===== config.mk =====
export PLATFORM = sky130hd
export DESIGN_NAME = pll_mode_reset_control
export DESIGN_NICKNAME = d
export VERILOG_FILES = /design/src/rtl/pll_ctrl_pkg.sv /design/src/rtl/pll_mode_reset_control.sv
export VERILOG_INCLUDE_DIRS = /design/src /design/src/rtl
export SDC_FILE = /design/constraint.sdc
export NUM_CORES = 2
export LEC_CHECK = 0
export BUFFER_PORTS_ARGS = -buffer_cell sky130_fd_sc_hd__buf_4
export CELL_PAD_IN_SITES_DETAIL_PLACEMENT = 0
export CELL_PAD_IN_SITES_GLOBAL_PLACEMENT = 1
export CORE_MARGIN = 1.5
export CORE_UTILIZATION = 45
export CTS_CLUSTER_DIAMETER = 120
export DETAILED_ROUTE_END_ITERATION = 7
export PLACE_DENSITY_LB_ADDON = 0.1
export RECOVER_POWER = 100
export SLEW_MARGIN = 30
export SYNTH_ARGS = -nofsm -noshare
export SYNTH_HDL_FRONTEND = slang
export SYNTH_SLANG_ARGS = --single-unit

===== constraint.sdc =====
create_clock -name pclk -period 3 [get_ports pclk]
set_input_delay 0.45 -clock pclk [delete_from_list [all_inputs] [get_ports pclk]]
set_output_delay 0.45 -clock pclk [all_outputs]
set_load 0.05 [all_outputs]

===== src/rtl/pll_ctrl_defs.svh =====
// constants for the pll mode and reset controller: offsets, fields, resets
// assumes a 20 MHz pclk and byte addresses on an 8-bit apb address
`ifndef PLL_CTRL_DEFS_SVH
`define PLL_CTRL_DEFS_SVH
`define NUM_CHAN 4
`define NUM_IN 4
`define NVM_WORDS 8
`define ADDR_CTRL 8'h00
`define ADDR_STATUS 8'h04
`define ADDR_XPOINT 8'h08
`define CHAN_AREA 3'b001
`define CTRL_HARD 0
`define CTRL_SOFT_ALL 1
`define CTRL_STORE 2
`define CTRL_SOFT_CH_LSB 4
`define CFG_SEL_LSB 0
`define CFG_AUTO 2
`define CFG_FL_EN 3
`define CFG_LBW_LSB 4
`define CFG_FLBW_LSB 8
`define PLAN_PDIV_LSB 0
`define PLAN_MULT_LSB 8
`define PLAN_RDIV_LSB 24
`define CFG_RST 32'h0000_0c84
`define PLAN_RST 32'h0401_0001
`define XPOINT_RST 8'h00
`define LBW_MIN_CODE 4'h0
`define LBW_MAX_CODE 4'hf
`define FLBW_MIN_CODE 4'h8
`define LOAD_LAST 3'h7
`endif


===== src/rtl/pll_ctrl_pkg.sv =====
// types shared by the pll mode and reset controller
// assumes pll_ctrl_defs.svh supplies every number except the one-hot state codes set here
package pll_ctrl_pkg;
   typedef enum logic [3:0] {
      MODE_FREERUN = 4'b0001,
      MODE_ACQUIRE = 4'b0010,
      MODE_LOCKED = 4'b0100,
      MODE_HOLDOVER = 4'b1000
   } mode_t;
   typedef enum logic [1:0] {
      INIT_LOAD = 2'b01,
      INIT_RUN = 2'b10
   } init_t;
endpackage : pll_ctrl_pkg


===== src/rtl/pll_mode_reset_control.sv =====
// pll channel mode sequencing, power-up load and reset handling
// assumes an apb master on pclk; pins and loop status arrive asynchronously
`timescale 1ns/1ps
`default_nettype none
`include "pll_ctrl_defs.svh"
module pll_mode_reset_control
   import pll_ctrl_pkg::*;
(
   input wire logic pclk,
   input wire logic presetn,
   input wire logic psel,
   input wire logic penable,
   input wire logic pwrite,
   input wire logic [7:0] paddr,
   input wire logic [31:0] pwdata,
   output logic [31:0] prdata,
   output logic pready,
   output logic pslverr,
   input wire logic reset_pin_active_low,
   input wire logic [3:0] in_valid,
   input wire logic [3:0] lock_done,
   output logic init_done,
   output logic [3:0] clk_out_enable,
   output logic [7:0] clk_out_chan,
   output logic [15:0] chan_mode,
   output logic [7:0] chan_input,
   output logic [15:0] chan_bw,
   output logic [127:0] chan_plan
);

   ////////////////////////////////////////////////////////////////////////
   logic rpin_s1_r, rpin_s2_r, pready_r, pslverr_r;
   logic [3:0] valid_s1_r, valid_s2_r, lock_s1_r, lock_s2_r;
   logic [3:0] out_en_r, soft_req;
   init_t init_r;
   logic [2:0] ld_cnt_r;
   logic [31:0] prdata_r, rd_nxt;
   logic [31:0] cfg_p_r [`NUM_CHAN], plan_p_r [`NUM_CHAN];
   logic [31:0] cfg_a_r [`NUM_CHAN], plan_a_r [`NUM_CHAN];
   logic [31:0] nvm_r [`NVM_WORDS];
   logic [7:0] xpoint_r;
   mode_t mode_r [`NUM_CHAN], mode_nxt [`NUM_CHAN];
   logic [1:0] sel_r [`NUM_CHAN], sel_nxt [`NUM_CHAN];
   logic [3:0] bw_r [`NUM_CHAN], bw_nxt [`NUM_CHAN];
   logic run, done, wr, hard_req, wr_ctrl, store_req;
   ////////////////////////////////////////////////////////////////////////
   // helpers
   // lowest-numbered valid input, with a flag saying one exists
   function automatic logic [2:0] pick_valid(input logic [3:0] v);
      logic [2:0] r;
      r = 3'b000;
      for (int i = `NUM_IN - 1; i >= 0; i--) begin
         if (v[i]) begin
            r = {1'b1, 2'(i)};
         end
      end
      return r;
   endfunction : pick_valid
   function automatic logic addr_hit(input logic [7:0] a);
      return (a[1:0] == 2'b00) && ((a == `ADDR_CTRL) ||
             (a == `ADDR_STATUS) || (a == `ADDR_XPOINT) ||
             (a[7:5] == `CHAN_AREA));
   endfunction : addr_hit
   ////////////////////////////////////////////////////////////////////////
   // synchronisers for the pin and the analog status lines
   always_ff @(posedge pclk or negedge presetn) begin
      if (!presetn) begin
         rpin_s1_r <= 1'b1;
         rpin_s2_r <= 1'b1;
         valid_s1_r <= 4'h0;
         valid_s2_r <= 4'h0;
         lock_s1_r <= 4'h0;
         lock_s2_r <= 4'h0;
      end else begin
         rpin_s1_r <= reset_pin_active_low;
         rpin_s2_r <= rpin_s1_r;
         valid_s1_r <= in_valid;
         valid_s2_r <= valid_s1_r;
         lock_s1_r <= lock_done;
         lock_s2_r <= lock_s1_r;
      end
   end
   ////////////////////////////////////////////////////////////////////////
   // apb decode
   assign run = (init_r == INIT_RUN);
   assign done = psel && penable && pready_r;
   assign wr = done && pwrite && (paddr[1:0] == 2'b00);
   assign wr_ctrl = wr && (paddr == `ADDR_CTRL);
   // a held pin keeps the load sequence restarting
   assign hard_req = !rpin_s2_r || (wr_ctrl && pwdata[`CTRL_HARD]);
   assign store_req = wr_ctrl && pwdata[`CTRL_STORE];
   always_comb begin
      soft_req = 4'h0;
      if (wr_ctrl) begin
         soft_req = pwdata[`CTRL_SOFT_CH_LSB +: 4];
         if (pwdata[`CTRL_SOFT_ALL]) begin
            soft_req = 4'hf;
         end
      end
   end
   always_comb begin
      rd_nxt = 32'h0000_0000;
      if (paddr == `ADDR_STATUS) begin
         rd_nxt[0] = run;
         for (int c = 0; c < `NUM_CHAN; c++) begin
            rd_nxt[4 + 4 * c +: 4] = mode_r[c];
         end
      end else if (paddr == `ADDR_XPOINT) begin
         rd_nxt[7:0] = xpoint_r;
      end else if (paddr[7:5] == `CHAN_AREA) begin
         rd_nxt = paddr[2] ? plan_p_r[paddr[4:3]] : cfg_p_r[paddr[4:3]];
      end
   end
   // one wait state; nothing answers until the load has finished
   always_ff @(posedge pclk or negedge presetn) begin
      if (!presetn) begin
         pready_r <= 1'b0;
         prdata_r <= 32'h0000_0000;
         pslverr_r <= 1'b0;
      end else if (psel && penable && !pready_r && run && !hard_req) begin
         pready_r <= 1'b1;
         prdata_r <= pwrite ? 32'h0000_0000 : rd_nxt;
         pslverr_r <= !addr_hit(paddr);
      end else begin
         pready_r <= 1'b0;
         pslverr_r <= 1'b0;
      end
   end
   ////////////////////////////////////////////////////////////////////////
   // initialization: one store word per cycle
   always_ff @(posedge pclk or negedge presetn) begin
      if (!presetn) begin
         init_r <= INIT_LOAD;
         ld_cnt_r <= 3'h0;
      end else if (hard_req) begin
         init_r <= INIT_LOAD;
         ld_cnt_r <= 3'h0;
      end else begin
         case (init_r)
            INIT_LOAD: begin
               ld_cnt_r <= ld_cnt_r + 3'h1;
               if (ld_cnt_r == `LOAD_LAST) begin
                  init_r <= INIT_RUN;
               end
            end
            INIT_RUN: init_r <= INIT_RUN;
            default: init_r <= INIT_LOAD;
         endcase
      end
   end
   // the store keeps its contents across hard resets; only power-on
   // (presetn) brings back the factory image
   always_ff @(posedge pclk or negedge presetn) begin
      if (!presetn) begin
         for (int w = 0; w < `NVM_WORDS; w++) begin
            nvm_r[w] <= w[0] ? `PLAN_RST : `CFG_RST;
         end
      end else if (store_req && run) begin
         for (int c = 0; c < `NUM_CHAN; c++) begin
            nvm_r[2 * c] <= cfg_p_r[c];
            nvm_r[2 * c + 1] <= plan_p_r[c];
         end
      end
   end
   ////////////////////////////////////////////////////////////////////////
   // channel configuration: pending copy for software, active copy in use
   always_ff @(posedge pclk or negedge presetn) begin
      if (!presetn) begin
         for (int c = 0; c < `NUM_CHAN; c++) begin
            cfg_p_r[c] <= `CFG_RST;
            plan_p_r[c] <= `PLAN_RST;
            cfg_a_r[c] <= `CFG_RST;
            plan_a_r[c] <= `PLAN_RST;
         end
      end else if (init_r == INIT_LOAD) begin
         if (ld_cnt_r[0]) begin
            plan_p_r[ld_cnt_r[2:1]] <= nvm_r[ld_cnt_r];
            plan_a_r[ld_cnt_r[2:1]] <= nvm_r[ld_cnt_r];
         end else begin
            cfg_p_r[ld_cnt_r[2:1]] <= nvm_r[ld_cnt_r];
            cfg_a_r[ld_cnt_r[2:1]] <= nvm_r[ld_cnt_r];
         end
      end else begin
         if (wr && paddr[7:5] == `CHAN_AREA && !hard_req) begin
            if (paddr[2]) begin
               plan_p_r[paddr[4:3]] <= pwdata;
            end else begin
               cfg_p_r[paddr[4:3]] <= pwdata;
            end
         end
         for (int c = 0; c < `NUM_CHAN; c++) begin
            if (soft_req[c] && !hard_req) begin
               cfg_a_r[c] <= cfg_p_r[c];
               plan_a_r[c] <= plan_p_r[c];
            end
         end
      end
   end
   always_ff @(posedge pclk or negedge presetn) begin
      if (!presetn) begin
         xpoint_r <= `XPOINT_RST;
      end else if (hard_req) begin
         xpoint_r <= `XPOINT_RST;
      end else if (wr && paddr == `ADDR_XPOINT) begin
         xpoint_r <= pwdata[7:0];
      end
   end
   ////////////////////////////////////////////////////////////////////////
   // per-channel mode machine
   always_comb begin
      logic [2:0] best;
      logic [3:0] fl;
      logic [3:0] cfgv;
      logic ok;
      best = 3'b000;
      fl = 4'h0;
      cfgv = 4'h0;
      ok = 1'b0;
      for (int c = 0; c < `NUM_CHAN; c++) begin
         best = pick_valid(valid_s2_r);
         cfgv = cfg_a_r[c][3:0];
         // auto stays on a still-valid input rather than reverting
         if (!cfgv[`CFG_AUTO]) begin
            sel_nxt[c] = cfgv[`CFG_SEL_LSB +: 2];
         end else if (valid_s2_r[sel_r[c]]) begin
            sel_nxt[c] = sel_r[c];
         end else begin
            sel_nxt[c] = best[1:0];
         end
         ok = valid_s2_r[sel_nxt[c]];
         case (mode_r[c])
            MODE_FREERUN: mode_nxt[c] = ok ? MODE_ACQUIRE : MODE_FREERUN;
            MODE_ACQUIRE: begin
               if (!ok) begin
                  mode_nxt[c] = MODE_FREERUN;
               end else if (lock_s2_r[c]) begin
                  mode_nxt[c] = MODE_LOCKED;
               end else begin
                  mode_nxt[c] = MODE_ACQUIRE;
               end
            end
            MODE_LOCKED: begin
               if (ok) begin
                  mode_nxt[c] = (sel_nxt[c] == sel_r[c]) ? MODE_LOCKED
                                                          : MODE_ACQUIRE;
               end else begin
                  mode_nxt[c] = MODE_HOLDOVER;
               end
            end
            MODE_HOLDOVER: mode_nxt[c] = ok ? MODE_ACQUIRE : MODE_HOLDOVER;
            default: mode_nxt[c] = MODE_FREERUN;
         endcase
         fl = cfg_a_r[c][`CFG_FLBW_LSB +: 4];
         if (fl < `FLBW_MIN_CODE) begin
            fl = `FLBW_MIN_CODE;
         end
         if (mode_nxt[c] == MODE_ACQUIRE && cfg_a_r[c][`CFG_FL_EN]) begin
            bw_nxt[c] = fl;
         end else begin
            bw_nxt[c] = cfg_a_r[c][`CFG_LBW_LSB +: 4];
         end
      end
   end
   always_ff @(posedge pclk or negedge presetn) begin
      if (!presetn) begin
         for (int c = 0; c < `NUM_CHAN; c++) begin
            mode_r[c] <= MODE_FREERUN;
            sel_r[c] <= 2'b00;
            bw_r[c] <= `LBW_MIN_CODE;
         end
      end else begin
         for (int c = 0; c < `NUM_CHAN; c++) begin
            if (!run || hard_req || soft_req[c]) begin
               mode_r[c] <= MODE_FREERUN;
               sel_r[c] <= cfg_a_r[c][`CFG_SEL_LSB +: 2];
               bw_r[c] <= cfg_a_r[c][`CFG_LBW_LSB +: 4];
            end else begin
               mode_r[c] <= mode_nxt[c];
               sel_r[c] <= sel_nxt[c];
               bw_r[c] <= bw_nxt[c];
            end
         end
      end
   end
   // clocks only leave the device once the load is through
   always_ff @(posedge pclk or negedge presetn) begin
      if (!presetn) begin
         out_en_r <= 4'h0;
      end else begin
         out_en_r <= (run && !hard_req) ? 4'hf : 4'h0;
      end
   end
   ////////////////////////////////////////////////////////////////////////
   // outputs
   assign prdata = prdata_r;
   assign pready = pready_r;
   assign pslverr = pslverr_r;
   // one-hot run bit of the init state register
   assign init_done = init_r[1];
   assign clk_out_enable = out_en_r;
   assign clk_out_chan = xpoint_r;
   always_comb begin
      chan_mode = 16'h0000;
      chan_input = 8'h00;
      chan_bw = 16'h0000;
      chan_plan = 128'h0;
      for (int c = 0; c < `NUM_CHAN; c++) begin
         chan_mode[4 * c +: 4] = mode_r[c];
         chan_input[2 * c +: 2] = sel_r[c];
         chan_bw[4 * c +: 4] = bw_r[c];
         chan_plan[32 * c +: 32] = plan_a_r[c];
      end
   end

endmodule : pll_mode_reset_control
`default_nettype wire


==> impl_results.md <==
* Status: finished, violations left
* Failing checks: capacitance limit, slew limit
* Uppermost layer routed: met5
* Final Hold Fails at 0
* Min-Delay Path Class: input port to register
* Pleak at 20.2 nW
* Post-CTS Setup Inserts at 0
* Die area at 84,300 um^2
* ANT cells at 0
* Flops & latches, synth at 794
* Dpl hpwl at 83,400 um
* Min Hold Slack at 132 ps
* # rows at 105
* GRT Residual Overflow at 0
* Pint at 23.0 mW
* Synthesized netlist cell count at 3,206
* Worst Setup SP: init_r[0]
* Highest-count cells in the layout ignoring fill and taps: dfrtp_1 (699), nand2_1 (374), a21oi_1 (295)
* Highest Clock Rate at 0.343 GHz
* Ys Warns at 0
* Sw Share at 0.385
* Synthesized area at 37,200 um^2
* VDD IR max at 0.000532 V
* Initial drt markers at 2,046
* Synth Flop Type: dfrtp_1
* Syn Nets at 3,264
* Period Utilization, post-route at 0.971
* Minimum clock period at 2910 ps
* Ports at 269
* Cell total after placement at 4,498
* Critical path startpoint category: register
* Post-synth top area share at 0.473
* Post-synth top area cell: dfrtp_1
* Core area at 82,000 um^2
* Clock Tree Root: clkbuf_16
* Clk_lat worst skew at 650 ps
* Share of cells above drive strength 1 at 0.235
* Seq/Total Area, Yosys at 0.538
* Worst Clk Skew at 16.7 ps
* Reg clk slew, reported paths at 60 ps
* Vias per cell at 5.82
* # DRC at 0
* WL met3 at 7300 um
* Most common cell after layout, fill and taps aside: dfrtp_1
* Worst R2R Start: init_r[0]
* Power per cell area at 863 nW/um^2
* Post-Layout Cell Count at 4,674
* Endpoints failing setup at 0
* Top post-synthesis cells by area: dfrtp_1 (47%), mux4_2 (7.8%), mux2_2 (7.7%)
* Area grow syn2layout at 16.6%
* Largest net degree at the start of global routing at 126
* Antenna violation net count after detailed routing at 0
* Ys async rst share at 1.00
* GR Util All Layers at 0.292
* CTS buffer count at 89
* CP endpoint kind: register
* Post-Route WL at 122,000 um
* Initial Utilization at 0.453
* R2R Path End: plan_p_r[62]
* Final Total Pwr at 37.4 mW
* Die Ht at 290 um
* Synthesized area per cell at 11.6 um^2
* Worst Setup Path Type: register to register
* Slew Viols, Final at 45
* Fill cell count at 7,384
* Placer's final routability congestion estimate at 0.912
* Worst setup endpoint: plan_p_r[62]
* RSZ-0062 raised after global routing: false
* M1 wire length at 50,700 um
* Met2 wire length at 59,400 um
* DR vias at 27,200
* Yosys cell types at 78
* Clock sinks at 794
* Worst-path fanout max at 15
* Crit path DAT at 3440 ps
* Port-buffer cells at 268
* CTS tree: yes
* Die width at 290 um
* Number of synthesized flops with an enable pin at 0
* R2R cell count at 8
* Routed len/inst at 26.2 um
* H-Tree Depth at 3
* Pre-CTS WS at 147 ps
* 1st-pass router iterations at 6
* Req. time, crit path at 3530 ps
* Vias in the first global route at 28,300
* Slew HR at -0.206
* Sequential share of power at 0.403
* Number of antenna violations at the first check in global routing at 2
* Slack of the critical path at 86.2 ps
* Global-route wire length before repair at 185,000 um
* Psw at 14.4 mW
* Clk pwr share at 0.294
* Setup TNS at 0 ps
* Clock Path Buffers at 3
* Least-Margin Pin Slew at 1810 ps
* Combinational share of power at 0.302
* Final net count at 3,587
* Register-to-register setup slack at 90 ps
* Max-cap violation count at 1
[final cells by class]
cell class / instances / area, um^2 / share of cell area
Tap cell: 1070 / 1340 / 0.0309
Multi-Input combinational cell: 2087 / 15900 / 0.367
Sequential cell: 794 / 20000 / 0.461
Clock buffer: 141 / 2710 / 0.0625
Inverter: 105 / 399 / 0.00921
Timing Repair Buffer: 452 / 2730 / 0.0631
Clock inverter: 25 / 254 / 0.00586
[stage by stage]
step / cell area [um^2] / util
after floorplan: 37200 / -
after detailed placement: 41600 / 0.507
after global placement: 41500 / 0.506
after CTS: 44600 / 0.544
final: 43300 / 0.529
after global routing: 43300 / 0.529
[synthesized netlist by cell type, types with 7 or more instances]
master and n:
dfrtp_1 703, nand2_1 377, a21oi_1 299, mux2_2 253, o21ai_0 228, nor2_1 217
mux2i_1 154, clkbuf_1 137, mux4_2 128, mux2_1 123, inv_1 104, dfstp_2 91
a21o_1 65, a31oi_1 41, buf_2 29, buf_4 28, nor2b_1 27, buf_1 25
nand2b_1 15, or2_2 13, nand3b_1 11, and3_1 9, or3_1 9, o21a_1 7
[metal layers]
metal	GRT usage	up-vias
met5	0	-
met4	0.114	2
met3	0.0473	207
met2	0.487	915
met1	0.382	14000
li1	-	12000
[repair_timing]
| item | in CTS | in global routing |
|---|---|---|
| setup endpoints to repair | 0 | 8 |
| resized for setup | 0 | 1 |
| endpoints found under the hold margin | 43 | 0 |
| hold buffers | 10 | 0 |
[power by group through the flow]
stage          clock network [mW]  logic, mW  registers, mW
2_1_floorplan                   0       5.52           16.2
3_3_place_gp                    0       11.7           15.1
3_5_place_dp                    0       11.9           15.2
4_1_cts                      11.2       12.0           15.0
5_1_grt                      11.7       12.1           15.3
6_report                     11.0       11.3           15.1
[state kept, by name, indices dropped and copies added, names as in the netlist, 4 cells and up]
name / cells
cfg_a_r: 48
lock_s1_r: 4
chan_plan: 128
clk_out_chan: 8
valid_s1_r: 4
nvm_r: 256
chan_mode: 16
chan_bw: 16
valid_s2_r: 4
plan_p_r: 128
prdata: 32
chan_input: 8
lock_s2_r: 4
cfg_p_r: 128
[worst max-delay path: stages (launching register included)]
cell and delay [ps]:
dfstp_2 530, ha_1 200, nand2b_1 200, nor4_2 80, buf_4 150, buf_4 160, a21oi_4 540, buf_4 500
mux2_2 390
[logic make-up after synthesis]
family                     share of synthesized area
DFF                                            0.538
adders and majority gates                    0.00135
muxes                                          0.233
buffers and inverters                         0.0368
AOI/OAI and AO/OA                              0.105
and+or+nand+nor                               0.0850
xor gates and xnor gates                     0.00141
[worst min-delay path by stage]
stage	startpoint	endpoint	cells past startpoint
2_1_floorplan	presetn	cfg_a_r[0]	0
3_3_place_gp	valid_s1_r[3]	valid_s2_r[3]	0
3_5_place_dp	valid_s1_r[2]	valid_s2_r[2]	0
4_1_cts	pwdata[4]	clk_out_chan[4]	3
5_1_grt	pwdata[4]	clk_out_chan[4]	3
6_report	pwdata[4]	clk_out_chan[4]	3
(Power assumes the default switching activity.)
